## src/verilog/dcc_map.svh

```systemverilog
// offsets, field positions, reset values and timing figures of the comparator block
`ifndef DCC_MAP_SVH
`define DCC_MAP_SVH

// ----------------------------------------
// register byte offsets
// ----------------------------------------
`define DCC_ADDR_W      6
`define DCC_OFS_CTL0    6'h00
`define DCC_OFS_CTL1    6'h04
`define DCC_OFS_CFG     6'h08
`define DCC_OFS_ISTAT   6'h0c
`define DCC_OFS_IMASK   6'h10
`define DCC_OFS_SETTLE  6'h14

// ----------------------------------------
// control register fields
// ----------------------------------------
`define DCC_BIT_EN      7
`define DCC_BIT_OUT     6
`define DCC_BIT_RISE    5
`define DCC_BIT_FALL    4
`define DCC_HYP_HI      3
`define DCC_HYP_LO      2
`define DCC_HYN_HI      1
`define DCC_HYN_LO      0
`define DCC_HYST_OFF    2'h0

// ----------------------------------------
// configuration, interrupt and settle fields
// ----------------------------------------
`define DCC_CFG_W       5
`define DCC_CFG_RST0    0
`define DCC_CFG_ROUTE0  1
`define DCC_CFG_ROUTE1  2
`define DCC_CFG_PP0     3
`define DCC_CFG_PP1     4
`define DCC_IRQ_W       4
`define DCC_IRQ_RISE0   0
`define DCC_IRQ_FALL0   1
`define DCC_IRQ_RISE1   2
`define DCC_IRQ_FALL1   3
`define DCC_SET_CMP0    0
`define DCC_SET_CMP1    1

// ----------------------------------------
// reset values
// ----------------------------------------
`define DCC_RST_CFG     5'h00
`define DCC_RST_IRQ     4'h0
`define DCC_RST_WORD    32'h0000_0000

// ----------------------------------------
// timing
// ----------------------------------------
`define DCC_SETTLE_MS   20
`define DCC_CLK_HZ      50000000
`define DCC_MS_PER_S    1000

`endif

```

## src/verilog/dcc_pkg.sv

```systemverilog
// types shared by the comparator control block
package dcc_pkg;

    // analog-facing control of one comparator
    typedef struct packed {
        logic       en;
        logic [1:0] hystPos;
        logic [1:0] hystNeg;
    } dcc_ctrl_t;

    // one port pin: level driven and output enable
    typedef struct packed {
        logic out;
        logic oe;
    } dcc_pin_t;

endpackage

```

## src/verilog/dcc_channel.sv

```systemverilog
// one comparator channel: synchroniser, settle timer, edge detect, sticky flags
`timescale 1ns/1ps
module dcc_channel #(
    parameter int SETTLE_CYCLES = 1000000,
    parameter int CNT_W         = $clog2(SETTLE_CYCLES + 1)
) (
    // clock and reset
    input  wire logic mclk,
    input  wire logic rst_n,
    // control
    input  wire logic enable,
    input  wire logic rawIn,
    input  wire logic clrRise,
    input  wire logic clrFall,
    // status
    output logic      outState,
    output logic      riseFlag,
    output logic      fallFlag,
    output logic      riseEvt,
    output logic      fallEvt,
    output logic      settled
);
    import dcc_pkg::*;

    localparam logic [CNT_W-1:0] SETTLE_CNT = CNT_W'(SETTLE_CYCLES);

    logic             sync1_ff;
    logic             sync2_ff;
    logic             prev_ff;
    logic [CNT_W-1:0] cnt_ff;
    logic             riseFlag_ff;
    logic             fallFlag_ff;
    logic [CNT_W-1:0] nxt_cnt;
    logic             nxt_riseFlag;
    logic             nxt_fallFlag;
    logic             live;

    // ----------------------------------------
    // edge detect and flags
    // ----------------------------------------
    always_comb begin
        live         = enable && (cnt_ff == SETTLE_CNT);
        riseEvt      = live && sync2_ff && !prev_ff;
        fallEvt      = live && !sync2_ff && prev_ff;
        nxt_cnt      = cnt_ff;
        if (!enable) begin
            nxt_cnt = '0;
        end else if (cnt_ff != SETTLE_CNT) begin
            nxt_cnt = cnt_ff + CNT_W'(1);
        end
        // set wins over a software clear in the same cycle
        nxt_riseFlag = riseEvt || (riseFlag_ff && !clrRise);
        nxt_fallFlag = fallEvt || (fallFlag_ff && !clrFall);
    end

    always_ff @(posedge mclk) begin
        if (!rst_n) begin
            sync1_ff    <= 1'b0;
            sync2_ff    <= 1'b0;
            prev_ff     <= 1'b0;
            cnt_ff      <= '0;
            riseFlag_ff <= 1'b0;
            fallFlag_ff <= 1'b0;
        end else begin
            sync1_ff    <= rawIn;
            sync2_ff    <= sync1_ff;
            prev_ff     <= sync2_ff;
            cnt_ff      <= nxt_cnt;
            riseFlag_ff <= nxt_riseFlag;
            fallFlag_ff <= nxt_fallFlag;
        end
    end

    assign outState = sync2_ff;
    assign riseFlag = riseFlag_ff;
    assign fallFlag = fallFlag_ff;
    assign settled  = (cnt_ff == SETTLE_CNT);
endmodule

```

## src/verilog/dcc_comparator_ctrl.sv

```systemverilog
// top of the dual comparator control block with avalon-mm register slave
//
// Notes on behaviour
// - each enable bit powers its comparator independently
// - disabled comparator: pin low, no interrupts
// - interrupts on rising and falling output edges
// - rising edge sets the rise flag
// - falling edge sets the fall flag
// - flags stay set until software clears
// - output state readable at any time
// - hysteresis in control bits three to zero
// - positive bits 3-2, negative bits 1-0
// - output state one when plus exceeds minus
// - output edges and reset request ignored during power-on settle time
// - comparator zero may request system reset
// - comparator one identical, no reset source
// - outputs routable to pins, open-drain or push-pull
//
// Added by the designer: the register offsets and the Avalon-MM slave port.
`timescale 1ns/1ps
`include "dcc_map.svh"
module dcc_comparator_ctrl #(
    parameter int SETTLE_CYCLES = (`DCC_CLK_HZ * `DCC_SETTLE_MS + `DCC_MS_PER_S - 1)
                                  / `DCC_MS_PER_S
) (
    // clock and reset
    input  wire logic                    mclk,
    input  wire logic                    rst_n,
    // avalon-mm slave
    input  wire logic [`DCC_ADDR_W-1:0]  address,
    input  wire logic                    read,
    input  wire logic                    write,
    input  wire logic [31:0]             writedata,
    input  wire logic [3:0]              byteenable,
    output logic      [31:0]             readdata,
    output logic                         waitrequest,
    // analog comparators
    input  wire logic [1:0]              cmpRaw,
    output dcc_pkg::dcc_ctrl_t           cmp0Ctl,
    output dcc_pkg::dcc_ctrl_t           cmp1Ctl,
    // port pins
    output dcc_pkg::dcc_pin_t            cmp0Pin,
    output dcc_pkg::dcc_pin_t            cmp1Pin,
    // system
    output logic                         irq,
    output logic                         cmpResetReq
);
    import dcc_pkg::*;

    // ----------------------------------------
    // state
    // ----------------------------------------
    dcc_ctrl_t                ctl0_ff;
    dcc_ctrl_t                ctl1_ff;
    logic [`DCC_CFG_W-1:0]    cfg_ff;
    logic [`DCC_IRQ_W-1:0]    irqStat_ff;
    logic [`DCC_IRQ_W-1:0]    irqMask_ff;
    logic                     waitReq_ff;
    logic [31:0]              readData_ff;
    logic                     irq_ff;
    dcc_pin_t                 pin0_ff;
    dcc_pin_t                 pin1_ff;
    logic                     rstReq_ff;

    dcc_ctrl_t                nxt_ctl0;
    dcc_ctrl_t                nxt_ctl1;
    logic [`DCC_CFG_W-1:0]    nxt_cfg;
    logic [`DCC_IRQ_W-1:0]    nxt_irqStat;
    logic [`DCC_IRQ_W-1:0]    nxt_irqMask;
    logic                     nxt_waitReq;
    logic [31:0]              nxt_readData;
    logic                     nxt_irq;
    dcc_pin_t                 nxt_pin0;
    dcc_pin_t                 nxt_pin1;
    logic                     nxt_rstReq;

    logic                     accept;
    logic                     wrLow;
    logic                     wrCtl0;
    logic                     wrCtl1;
    logic                     wrCfg;
    logic                     wrIstat;
    logic                     wrImask;
    logic [31:0]              rdMux;
    logic [`DCC_IRQ_W-1:0]    events;
    logic                     val0;
    logic                     val1;

    // channel status
    logic                     out0;
    logic                     out1;
    logic                     rise0;
    logic                     rise1;
    logic                     fall0;
    logic                     fall1;
    logic                     riseEvt0;
    logic                     riseEvt1;
    logic                     fallEvt0;
    logic                     fallEvt1;
    logic                     settled0;
    logic                     settled1;
    logic                     clrRise0;
    logic                     clrRise1;
    logic                     clrFall0;
    logic                     clrFall1;

    // ----------------------------------------
    // comparator channels
    // ----------------------------------------
    dcc_channel #(
        .SETTLE_CYCLES (SETTLE_CYCLES)
    ) u_ch0 (
        .mclk     (mclk),
        .rst_n    (rst_n),
        .enable   (ctl0_ff.en),
        .rawIn    (cmpRaw[0]),
        .clrRise  (clrRise0),
        .clrFall  (clrFall0),
        .outState (out0),
        .riseFlag (rise0),
        .fallFlag (fall0),
        .riseEvt  (riseEvt0),
        .fallEvt  (fallEvt0),
        .settled  (settled0)
    );

    dcc_channel #(
        .SETTLE_CYCLES (SETTLE_CYCLES)
    ) u_ch1 (
        .mclk     (mclk),
        .rst_n    (rst_n),
        .enable   (ctl1_ff.en),
        .rawIn    (cmpRaw[1]),
        .clrRise  (clrRise1),
        .clrFall  (clrFall1),
        .outState (out1),
        .riseFlag (rise1),
        .fallFlag (fall1),
        .riseEvt  (riseEvt1),
        .fallEvt  (fallEvt1),
        .settled  (settled1)
    );

    // ----------------------------------------
    // bus decode
    // ----------------------------------------
    always_comb begin
        accept   = (read || write) && !waitReq_ff;
        wrLow    = accept && write && byteenable[0];
        wrCtl0   = wrLow && (address == `DCC_OFS_CTL0);
        wrCtl1   = wrLow && (address == `DCC_OFS_CTL1);
        wrCfg    = wrLow && (address == `DCC_OFS_CFG);
        wrIstat  = wrLow && (address == `DCC_OFS_ISTAT);
        wrImask  = wrLow && (address == `DCC_OFS_IMASK);
        clrRise0 = wrCtl0 && !writedata[`DCC_BIT_RISE];
        clrFall0 = wrCtl0 && !writedata[`DCC_BIT_FALL];
        clrRise1 = wrCtl1 && !writedata[`DCC_BIT_RISE];
        clrFall1 = wrCtl1 && !writedata[`DCC_BIT_FALL];
        rdMux    = `DCC_RST_WORD;
        unique case (address)
            `DCC_OFS_CTL0: begin
                rdMux[`DCC_BIT_EN]            = ctl0_ff.en;
                rdMux[`DCC_BIT_OUT]           = out0;
                rdMux[`DCC_BIT_RISE]          = rise0;
                rdMux[`DCC_BIT_FALL]          = fall0;
                rdMux[`DCC_HYP_HI:`DCC_HYP_LO] = ctl0_ff.hystPos;
                rdMux[`DCC_HYN_HI:`DCC_HYN_LO] = ctl0_ff.hystNeg;
            end
            `DCC_OFS_CTL1: begin
                rdMux[`DCC_BIT_EN]            = ctl1_ff.en;
                rdMux[`DCC_BIT_OUT]           = out1;
                rdMux[`DCC_BIT_RISE]          = rise1;
                rdMux[`DCC_BIT_FALL]          = fall1;
                rdMux[`DCC_HYP_HI:`DCC_HYP_LO] = ctl1_ff.hystPos;
                rdMux[`DCC_HYN_HI:`DCC_HYN_LO] = ctl1_ff.hystNeg;
            end
            `DCC_OFS_CFG:    rdMux[`DCC_CFG_W-1:0] = cfg_ff;
            `DCC_OFS_ISTAT:  rdMux[`DCC_IRQ_W-1:0] = irqStat_ff;
            `DCC_OFS_IMASK:  rdMux[`DCC_IRQ_W-1:0] = irqMask_ff;
            `DCC_OFS_SETTLE: begin
                rdMux[`DCC_SET_CMP0] = settled0;
                rdMux[`DCC_SET_CMP1] = settled1;
            end
            default:         rdMux = `DCC_RST_WORD;
        endcase
    end

    // ----------------------------------------
    // register next values
    // ----------------------------------------
    always_comb begin
        // one wait cycle, then a one-cycle answer
        nxt_waitReq  = !((read || write) && waitReq_ff);
        nxt_readData = (read && waitReq_ff) ? rdMux : readData_ff;
        nxt_ctl0     = ctl0_ff;
        nxt_ctl1     = ctl1_ff;
        nxt_cfg      = wrCfg ? writedata[`DCC_CFG_W-1:0] : cfg_ff;
        nxt_irqMask  = wrImask ? writedata[`DCC_IRQ_W-1:0] : irqMask_ff;
        if (wrCtl0) begin
            nxt_ctl0.en      = writedata[`DCC_BIT_EN];
            nxt_ctl0.hystPos = writedata[`DCC_HYP_HI:`DCC_HYP_LO];
            nxt_ctl0.hystNeg = writedata[`DCC_HYN_HI:`DCC_HYN_LO];
        end
        if (wrCtl1) begin
            nxt_ctl1.en      = writedata[`DCC_BIT_EN];
            nxt_ctl1.hystPos = writedata[`DCC_HYP_HI:`DCC_HYP_LO];
            nxt_ctl1.hystNeg = writedata[`DCC_HYN_HI:`DCC_HYN_LO];
        end
        events                 = '0;
        events[`DCC_IRQ_RISE0] = riseEvt0;
        events[`DCC_IRQ_FALL0] = fallEvt0;
        events[`DCC_IRQ_RISE1] = riseEvt1;
        events[`DCC_IRQ_FALL1] = fallEvt1;
        // write one clears; a new event in the same cycle wins
        nxt_irqStat = (irqStat_ff & ~(wrIstat ? writedata[`DCC_IRQ_W-1:0] : `DCC_RST_IRQ))
                      | events;
        nxt_irq     = |(irqStat_ff & irqMask_ff);
        // disabled comparator drives a low level
        val0        = ctl0_ff.en && out0;
        val1        = ctl1_ff.en && out1;
        nxt_pin0.out = cfg_ff[`DCC_CFG_PP0] ? val0 : 1'b0;
        nxt_pin0.oe  = cfg_ff[`DCC_CFG_ROUTE0] && (cfg_ff[`DCC_CFG_PP0] || !val0);
        nxt_pin1.out = cfg_ff[`DCC_CFG_PP1] ? val1 : 1'b0;
        nxt_pin1.oe  = cfg_ff[`DCC_CFG_ROUTE1] && (cfg_ff[`DCC_CFG_PP1] || !val1);
        // only comparator zero feeds the reset logic
        nxt_rstReq  = cfg_ff[`DCC_CFG_RST0] && ctl0_ff.en && settled0 && !out0;
    end

    always_ff @(posedge mclk) begin
        if (!rst_n) begin
            ctl0_ff     <= '{en: 1'b0, hystPos: `DCC_HYST_OFF, hystNeg: `DCC_HYST_OFF};
            ctl1_ff     <= '{en: 1'b0, hystPos: `DCC_HYST_OFF, hystNeg: `DCC_HYST_OFF};
            cfg_ff      <= `DCC_RST_CFG;
            irqStat_ff  <= `DCC_RST_IRQ;
            irqMask_ff  <= `DCC_RST_IRQ;
            waitReq_ff  <= 1'b1;
            readData_ff <= `DCC_RST_WORD;
            irq_ff      <= 1'b0;
            pin0_ff     <= '{out: 1'b0, oe: 1'b0};
            pin1_ff     <= '{out: 1'b0, oe: 1'b0};
            rstReq_ff   <= 1'b0;
        end else begin
            ctl0_ff     <= nxt_ctl0;
            ctl1_ff     <= nxt_ctl1;
            cfg_ff      <= nxt_cfg;
            irqStat_ff  <= nxt_irqStat;
            irqMask_ff  <= nxt_irqMask;
            waitReq_ff  <= nxt_waitReq;
            readData_ff <= nxt_readData;
            irq_ff      <= nxt_irq;
            pin0_ff     <= nxt_pin0;
            pin1_ff     <= nxt_pin1;
            rstReq_ff   <= nxt_rstReq;
        end
    end

    assign readdata    = readData_ff;
    assign waitrequest = waitReq_ff;
    assign cmp0Ctl     = ctl0_ff;
    assign cmp1Ctl     = ctl1_ff;
    assign cmp0Pin     = pin0_ff;
    assign cmp1Pin     = pin1_ff;
    assign irq         = irq_ff;
    assign cmpResetReq = rstReq_ff;
endmodule

```

## config.mk

```make
export PLATFORM = sky130hd
export DESIGN_NAME = dcc_comparator_ctrl
export DESIGN_NICKNAME = d
export VERILOG_FILES = /design/src/verilog/dcc_pkg.sv /design/src/verilog/dcc_channel.sv /design/src/verilog/dcc_comparator_ctrl.sv
export VERILOG_INCLUDE_DIRS = /design/src /design/src/verilog
export SDC_FILE = /design/constraint.sdc
export NUM_CORES = 1
export LEC_CHECK = 0
export BUFFER_PORTS_ARGS = -buffer_cell sky130_fd_sc_hd__buf_2
export CAP_MARGIN = 20
export CORE_MARGIN = 5
export CORE_UTILIZATION = 55
export CTS_CLUSTER_SIZE = 10
export DETAILED_ROUTE_END_ITERATION = 10
export GPL_TIMING_DRIVEN = 0
export PLACE_DENSITY = 0.81
export SYNTH_ARGS = -nofsm -noshare
export SYNTH_HDL_FRONTEND = slang
export SYNTH_SLANG_ARGS = --single-unit
export TNS_END_PERCENT = 1
```

## constraint.sdc

```tcl
create_clock -name mclk -period 2.4 [get_ports mclk]
set_clock_uncertainty 0.05 [all_clocks]
set_input_delay 0.24 -clock mclk [delete_from_list [all_inputs] [get_ports mclk]]
set_output_delay 0.24 -clock mclk [all_outputs]
set_load 0.02 [all_outputs]
```

Word level (Yosys, flattened, before mapping)

Index checks and enable logic that the tools add are counted.

Register bits: 88
Output and inout port bits: 49
Logic and storage cells: 111

Add/sub/neg operators: 2
Equality and inequality tests: 9
Muxes and demuxes: 5
Bitwise gates (word level): 4
Reductions and logical operators: 62

Operators by type and width:

| operator                | count |
|---|---|
| $add A20 B1 Y20 const B | 2 |
| $eq A20 B20 Y1 const B  | 2 |
| $ne A20 B20 Y1 const B  | 2 |
| $logic_and A1 B1 Y1     | 35 |
| $logic_not A1 Y1        | 14 |
| $eq A6 B4 Y1 const B    | 2 |
| $eq A6 B5 Y1 const B    | 2 |
| $pmux W2 S6             | 1 |
| $pmux W2 S5             | 1 |
| $and A4 B4 Y4           | 2 |
| $reduce_and A2 Y1       | 4 |
| $logic_or A1 B1 Y1      | 7 |
| $eq A6 B3 Y1 const B    | 1 |
| $logic_not A6 Y1        | 1 |
| $pmux W3 S2             | 1 |
| $mux W4                 | 1 |
| $not A4 Y4              | 1 |
| $or A4 B4 Y4            | 1 |
| $reduce_or A4 Y1        | 1 |
| $pmux W1 S3             | 1 |

Logic depth before layout (Yosys ltp)

Gate-level depths: netlist of the first run.

Word-level depth: 9
Depth in mapped cells: 6

Hierarchy

Synthesis of the first run repeated with hierarchy kept, for this count alone.

Cell total of the unflattened synthesis: 473
Area total of the unflattened synthesis: 4275.4 um^2

Modules (own cells, without submodules):

| module              | instances | cells an instance | area an instance (um^2) | seq. area each (um^2) |
|---|---|---|---|---|
| dcc_channel         | 2         | 133               | 1167.4                  | 500.5 |
| dcc_comparator_ctrl | 1         | 207               | 1940.6                  | 760.7 |

Least setup slack after synthesis of the first run

OpenSTA, ideal clock, no wires.

Path kind: reg2reg
Start: register u_ch0.cnt_ff[1]
End: register u_ch0.cnt_ff[18]
Library setup time: 0.071 ns
Data arrival time: 1.548 ns
Required time: 2.279 ns
Path slack: 0.732 ns
Cell stages (with the launch flop): 6
Path buffers: 0
Period minus slack after synthesis: 1.668 ns
Cells stage by stage: dfxtp_1 ha_1 nand3_1 or2_1 or4_1 a21oi_1

Longest elaborated chain between the ends: 1
Elaborated cells on any way between the ends: 2
Those cells by class: 1 x add/sub; 1 x eq/ne

Ends and longest elaborated chain:

| what                                              | line                                 | source |
|---|---|---|
| start: declaration                                | dcc_channel.sv:30                    | `logic [CNT_W-1:0] cnt_ff;` |
| start signal: assignment                          | dcc_channel.sv:68                    | `cnt_ff <= nxt_cnt;` |
| $add A20 B1 Y20 or $ne A20 B20 Y1 (tied branches) | dcc_channel.sv:49, dcc_channel.sv:48 |  |

Several ways; a longest one is shown, not always the timed one.
A chain may end at the register's enable or synchronous reset.

Worst setup path after layout of the first run

Same ends and word-level chain as after synthesis.

==> summary.md, run 1 <==
| Metric | Value |
|---|---|
| Avg WL per Cell | `15.8 microns` |
| Class of the worst hold path | `in2reg` |
| Vias in the first global route | `3734` |
| CTS resizes | `0` |
| Post-synth ARST share | `0%` |
| Die Y | `98.1 microns` |
| Setup TNS Final | `0 ps` |
| Worst skew pair latency | `360 ps` |
| Initial Utilization | `55.8%` |
| Req. time, crit path | `2640 ps` |
| Hold Vio Cnt, Final | `0` |
| CTS tree | `built` |
| Via count | `3795` |
| DR iter-0 viols | `165` |
| Port bufs | `43` |
| TritonRoute pass-1 iters | `5` |
| Synth Register Bits | `88` |
| DRC viols | `0` |
| # IOs | `97` |
| Clock transition at path regs | `90 ps` |
| Area leader, netlist | `dfxtp_1` |
| PnR Total Power | `2.69 mW` |
| Pwr/cell area | `550 nW/um^2` |
| CP arrival | `2190 ps` |
| Total of fill cells in the finished design | `663` |
| Die area | `9620 sq um` |
| Max H-tree Level | `3` |
| Grt total ovfl | `0` |
| Most frequent cells in the layout | `dfxtp_1 (88), buf_2 (49), nand2_1 (43)` |
| CTS Hold Buffers Added | `0` |
| Achievable Freq | `513 MHz` |
| # rows | `32` |
| RSZ-0062 raised after global routing | `false` |
| Outcome | `complete, no violations` |
| First-pass GRT wire length | `17.5 mm` |
| Syn_area_per_cell | `8.91 sq um` |
| Relative slew slack | `60.4%` |
| Final Wtd Congestion | `0.890` |
| Fin crit share | `81.2%` |
| Synth top area share | `41.3%` |
| Final worst slack | `450 ps` |
| CP startpoint kind | `flip-flop` |
| Mapped Cells | `479` |
| Core area | `7650 sq um` |
| Maximum vdd drop | `0.283 mV` |
| Worst R2R Path Depth | `5` |
| End of the critical path | `u_ch0.cnt_ff[18]` |
| Seq/Total Area, Yosys | `41.3%` |
| Largest net degree at the start of global routing | `15` |
| FF-to-FF End | `u_ch0.cnt_ff[18]` |
| Top FF cell, synth | `dfxtp_1` |
| # clock sinks | `88` |
| Setup bufs post-CTS | `0` |
| Antenna cells | `0` |
| Vias per cell | `5.72` |
| Synth area leaders | `dfxtp_1 (41%), buf_4 (4.6%), nand2_1 (3.8%)` |
| Commonest non-fill, non-tap cell in the layout | `dfxtp_1` |
| Hold slack | `59.2 ps` |
| Clock Tree Root | `clkbuf_8` |
| Layout Area Growth over Synthesis | `14.7%` |
| Share of cells above drive strength 1 | `18.9%` |
| Final Max Tran Viols | `0` |
| Final net count | `608` |
| Yosys cell types | `63` |
| Final setup violation count | `0` |
| ANT nets after route | `0` |
| Post-synth EDFFs | `0` |
| FF-to-FF setup slack | `450 ps` |
| Die W | `98.1 microns` |
| Final WL | `10.5 mm` |
| Crit path from | `u_ch0.cnt_ff[1]` |
| Max FO, Critical Path | `8` |
| Mapped Area | `4270 sq um` |
| GRT Overall Usage | `21.9%` |
| Min cycle time layout | `1950 ps` |
| HPWL after DPL | `7.61 mm` |
| Initial antenna violation count | `0` |
| Clock buffer depth | `2` |
| Worst slew pin tran | `593 ps` |
| DP Worst Slack | `464 ps` |
| # Max-Cap Violations | `0` |
| Lkg Pwr | `1.83 nW` |
| Reg2reg start | `u_ch0.cnt_ff[1]` |
| Yosys warning count | `0` |
| CP endpoint kind | `flip-flop` |
| Num CTS Buffers | `9` |
| WS Path Type | `reg2reg` |
-- kinds of logic after synthesis --
| family | synth area share (%) |
|---|---|
| mux | 3.64 |
| fa+ha+maj | 1.17 |
| buf+inv | 7.30 |
| compound gates | 13.8 |
| flops | 41.3 |
| xor+xnor | 4.51 |
| other cells | 0.0879 |
| simple gates | 28.2 |
-- per-stage QoR --
stage	cells	utilization [%]	instance area, sq um
global placement	647	61.4	4700
global route	663	64.0	4900
detailed placement	647	61.4	4700
CTS	663	64.0	4900
finish	663	64.0	4900
floorplan	502	-	4350
-- Yosys cell counts, drive strengths merged, types with 7 or more instances --
cell	count
dfxtp	88
mux2i	11
nand4	15
inv	7
a21boi	11
and3	9
a21oi	17
nand2	43
nand3	35
clkbuf	12
o21ai	20
and2	11
nor2	30
xor2	18
nor3	9
buf	34
nor2b	12
or4	7
-- power by group --
| part | leakage, nW | switching (mW) | internal [mW] | total [mW] |
|---|---|---|---|---|
| Combinational | 1.03 | 0.120 | 0.0658 | 0.186 |
| Sequential | 0.711 | 0.00714 | 1.47 | 1.48 |
| Clock | 0.0928 | 0.516 | 0.513 | 1.03 |
| Total | 1.83 | 0.643 | 2.05 | 2.69 |
-- registers in the layout, summed over array words and instances, names as in the netlist --
| name | flops |
|---|---|
| cmp1Ctl | 5 |
| u_ch1.fallFlag | 1 |
| u_ch1.prev_ff | 1 |
| cmp0Pin | 2 |
| u_ch1.sync1_ff | 1 |
| cmpResetReq | 1 |
| cmp0Ctl | 5 |
| u_ch0.riseFlag | 1 |
| irqMask_ff | 4 |
| u_ch0.fallFlag | 1 |
| u_ch1.riseFlag | 1 |
| u_ch1.cnt_ff | 20 |
| u_ch0.outState | 1 |
| u_ch0.sync1_ff | 1 |
| u_ch0.cnt_ff | 20 |
| u_ch0.prev_ff | 1 |
| u_ch1.outState | 1 |
| cmp1Pin | 2 |
| irqStat_ff | 4 |
| waitrequest | 1 |
| cfg_ff | 5 |
| irq | 1 |
| readdata | 8 |
-- how the worst min path moves through the flow --
stage | start | endpoint | slack, ps | cells after the start
floorplan | read | waitrequest | 310 | 1
global placement | u_ch0.sync1_ff | u_ch0.outState | 360 | 1
detailed placement | u_ch0.sync1_ff | u_ch0.outState | 370 | 1
CTS | read | waitrequest | 60 | 2
global route | read | waitrequest | 60 | 2
finish | cmpRaw[0] | u_ch0.sync1_ff | 60 | 2
-- metal layers --
metal	vias to the layer above	track usage [%]	share of wire, %
met3	18	4.14	7.1
li1	1834	-	-
met2	141	37.1	49
met4	0	9.58	1.9
met1	1802	27.0	42
met5	-	0	0
-- critical path, stage by stage, from the launching register on --
cell and delay (ps):
dfxtp_1 480, ha_1 320, nand3_1 170, or2_1 310, or4_1 410, a21oi_1 150
-- cell type report --
class / instances / area (sq um) / share of cell area (%)
plain buffers: 46 / 285 / 5.83
clock buffers: 12 / 145 / 2.96
clock inverters: 4 / 53.8 / 1.10
inverters: 7 / 26.3 / 0.537
multi-input cells: 361 / 2280 / 46.6
flip-flops and latches: 88 / 1760 / 36.0
well taps: 102 / 128 / 2.61
repair buffers: 43 / 215 / 4.40
Power figures use the tool's default switching activity.
==> run 2: changes to the inputs <==
--- a/config.mk
+++ b/config.mk
@@ -9,11 +9,11 @@
 export BUFFER_PORTS_ARGS = -buffer_cell sky130_fd_sc_hd__buf_2
 export CAP_MARGIN = 20
 export CORE_MARGIN = 5
-export CORE_UTILIZATION = 55
+export CORE_UTILIZATION = 49
 export CTS_CLUSTER_SIZE = 10
 export DETAILED_ROUTE_END_ITERATION = 10
 export GPL_TIMING_DRIVEN = 0
-export PLACE_DENSITY = 0.81
+export PLACE_DENSITY = 0.76
 export SYNTH_ARGS = -nofsm -noshare
 export SYNTH_HDL_FRONTEND = slang
 export SYNTH_SLANG_ARGS = --single-unit
==> constraint.sdc (replaced) <==
create_clock -name mclk -period 1.7 [get_ports mclk]
set_clock_uncertainty 0.05 [all_clocks]
set_input_delay 0.17 -clock mclk [delete_from_list [all_inputs] [get_ports mclk]]
set_output_delay 0.17 -clock mclk [all_outputs]
set_load 0.02 [all_outputs]
==> summary.md, run 2 (same netlist as run 1, synthesis figures left out) <==
| Metric | Value |
|---|---|
| Outcome | `complete, but fails checks` |
| Failing checks | `negative setup slack` |
| # Max-Cap Violations | `0 (unchanged)` |
| Share of cells above drive strength 1 | `24.5% (+5.6 points)` |
| Grt total ovfl | `0 (unchanged)` |
| Max H-tree Level | `3 (unchanged)` |
| Die W | `103 microns (+5.3%)` |
| Placed instance count | `653 (+0.93%)` |
| Max FO, Critical Path | `8 (unchanged)` |
| Commonest non-fill, non-tap cell in the layout | `dfxtp_1` |
| Req. time, crit path | `1910 ps (-730 ps)` |
| Setup bufs post-CTS | `0 (unchanged)` |
| Initial antenna violation count | `0 (unchanged)` |
| Final Max Tran Viols | `0 (unchanged)` |
| WS Path Type | `in2reg` |
| ANT nets after route | `0 (unchanged)` |
| Combinational power share | `6.6% (-0.3 points)` |
| Class of the worst hold path | `in2reg` |
| Final setup violation count | `1 (+1)` |
| Initial Utilization | `49.7% (-6.1 points)` |
| Vias in the first global route | `3531 (-5.4%)` |
| # IOs | `97 (unchanged)` |
| Fin crit share | `100%` |
| Clock buffer depth | `2 (unchanged)` |
| Worst skew pair latency | `350 ps (about the same)` |
| Clk network pwr share | `41.7% (+3.5 points)` |
| Antenna cells | `0 (unchanged)` |
| Port bufs | `43 (unchanged)` |
| Num CTS Buffers | `9 (unchanged)` |
| Lkg Pwr | `1.90 nW (+3.5%)` |
| Clock transition at path regs | `90 ps (about the same)` |
| Avg WL per Cell | `15.7 microns (-0.25%)` |
| # clock sinks | `88 (unchanged)` |
| PnR Total Power | `4.03 mW (+50%)` |
| Pwr/cell area | `792 nW/um^2 (+44%)` |
| HPWL after DPL | `7.63 mm (+0.21%)` |
| Vias per cell | `5.61 (-2.1%)` |
| Most frequent cells in the layout | `dfxtp_1 (73), buf_2 (49), nand2_1 (43)` |
| DRC viols | `0 (unchanged)` |
| First-pass GRT wire length | `16.6 mm (-5.1%)` |
| Sequential fraction of design power | `51.7% (-3.2 points)` |
| P_int | `3.06 mW (+49%)` |
| Maximum vdd drop | `0.447 mV (+58%)` |
| Achievable Freq | `587 MHz` |
| GRT Overall Usage | `19.6% (-2.3 points)` |
| Post-Route Utilization | `59.2% (-4.8 points)` |
| CP startpoint kind | `input port` |
| DR iter-0 viols | `265 (+61%)` |
| Die area | `10700 sq um (+11%)` |
| Relative slew slack | `63.7% (+3.3 points)` |
| Final net count | `610 (+0.33%)` |
| Worst slew pin tran | `541 ps (-51.9 ps)` |
| Post-route insts no fill | `671 (+1.2%)` |
| Core area | `8590 sq um (+12%)` |
| Largest net degree at the start of global routing | `17 (+2)` |
| TritonRoute pass-1 iters | `5 (unchanged)` |
| Layout Area Growth over Synthesis | `19.1%` |
| CP arrival | `1920 ps (-270 ps)` |
| Die Y | `103 microns (+5.3%)` |
| RSZ-0062 raised after global routing | `true` |
| CP endpoint kind | `flip-flop` |
| # rows | `34 (+6.3%)` |
| Final WL | `10.6 mm (+0.96%)` |
| Hold Vio Cnt, Final | `0 (unchanged)` |
| Min cycle time layout | `1700 ps` |
| Clock Tree Root | `clkbuf_8` |
| Via count | `3762 (-0.87%)` |
| Sw frac | `24.0% (+0.10 points)` |
| Final worst slack | `-4.26 ps (-454 ps)` |
| Psw | `0.967 mW (+50%)` |
| Final Wtd Congestion | `0.940 (+5.7%)` |
| CTS tree | `built` |
==> run 2: cell count changes in the layout (fill, tap and decap cells not counted), moves of 3 or more <==
cell | before | now
dfxtp_2 | 0 | 13
dfxtp_1 | 88 | 73
clkbuf_1 | 14 | 9
nor4b_1 | 4 | 1
nor4_1 | 4 | 1
dlygate4sd3_1 | 0 | 3
==> run 2: through the flow <==
stage	cell area, sq um	hold WS [ps]	setup WS (ps)	TNS, ps
after floorplan	4350	236	31.6	0
after global placement	4700	350	-162	-376
after detailed placement	4700	352	-235	-700
after CTS	5020	9.83	-4.43	-6.23
after global routing	5080	5.52	-97.7	-137
final	5080	5.27	-4.26	-4.26
==> run 2: power groups by stage <==
stage | logic (mW) | clock network, mW | registers [mW]
after detailed placement | 0.252 | 0 | 2.13
after global placement | 0.251 | 0 | 2.13
after global routing | 0.285 | 1.79 | 2.09
final | 0.265 | 1.68 | 2.08
after floorplan | 0.164 | 0 | 2.14
after CTS | 0.258 | 1.70 | 2.08
==> run 2: path summary, 6_finish.rpt <==
| kind | cells after the start | slack (ps) | to | start |
|---|---|---|---|---|
| min | 2 | 5 | u_ch1.sync1_ff | cmpRaw[1] |
| max reg2reg | 5 | 20 | readdata[1] | waitrequest |
| min reg2reg | 1 | 390 | u_ch1.outState | u_ch1.sync1_ff |
| max | 7 | -4 | readdata[1] | read |
==> run 2: final cells by class <==
| type | count | area, sq um |
|---|---|---|
| Timing Repair Buffer | 46 | 245 |
| Multi-Input combinational cell | 361 | 2370 |
| Clock inverter | 6 | 97.6 |
| Fill cell | 762 | 3510 |
| Clock buffer | 10 | 138 |
| Inverter | 7 | 26.3 |
| Sequential cell | 88 | 1790 |
| Tap cell | 108 | 135 |
| Buffer | 45 | 284 |
==> run 2: critical path, stage by stage <==
cell and delay (ps):
dlygate4sd3_1 530, buf_2 120, and2_1 120, clkbuf_1 330
nand3_1 230, a221o_1 340, o311ai_2 80
==> run 2: routing by layer <==
layer / track usage [%] / vias up / routed length, microns
met3: 2.75 / 29 / 708
met4: 10.1 / 0 / 344
li1: - / 1849 / -
met2: 33.3 / 134 / 5100
met5: 0 / - / 0
met1: 24.1 / 1750 / 4410
==> run 2: timing repair <==
action | 4_1_cts | 5_1_grt
hold buffers | 3 | 0
resized for setup | 14 | 24
pin swaps | 0 | 1
endpoints found under the hold margin | 2 | 0
setup endpoints to repair | 10 | 26
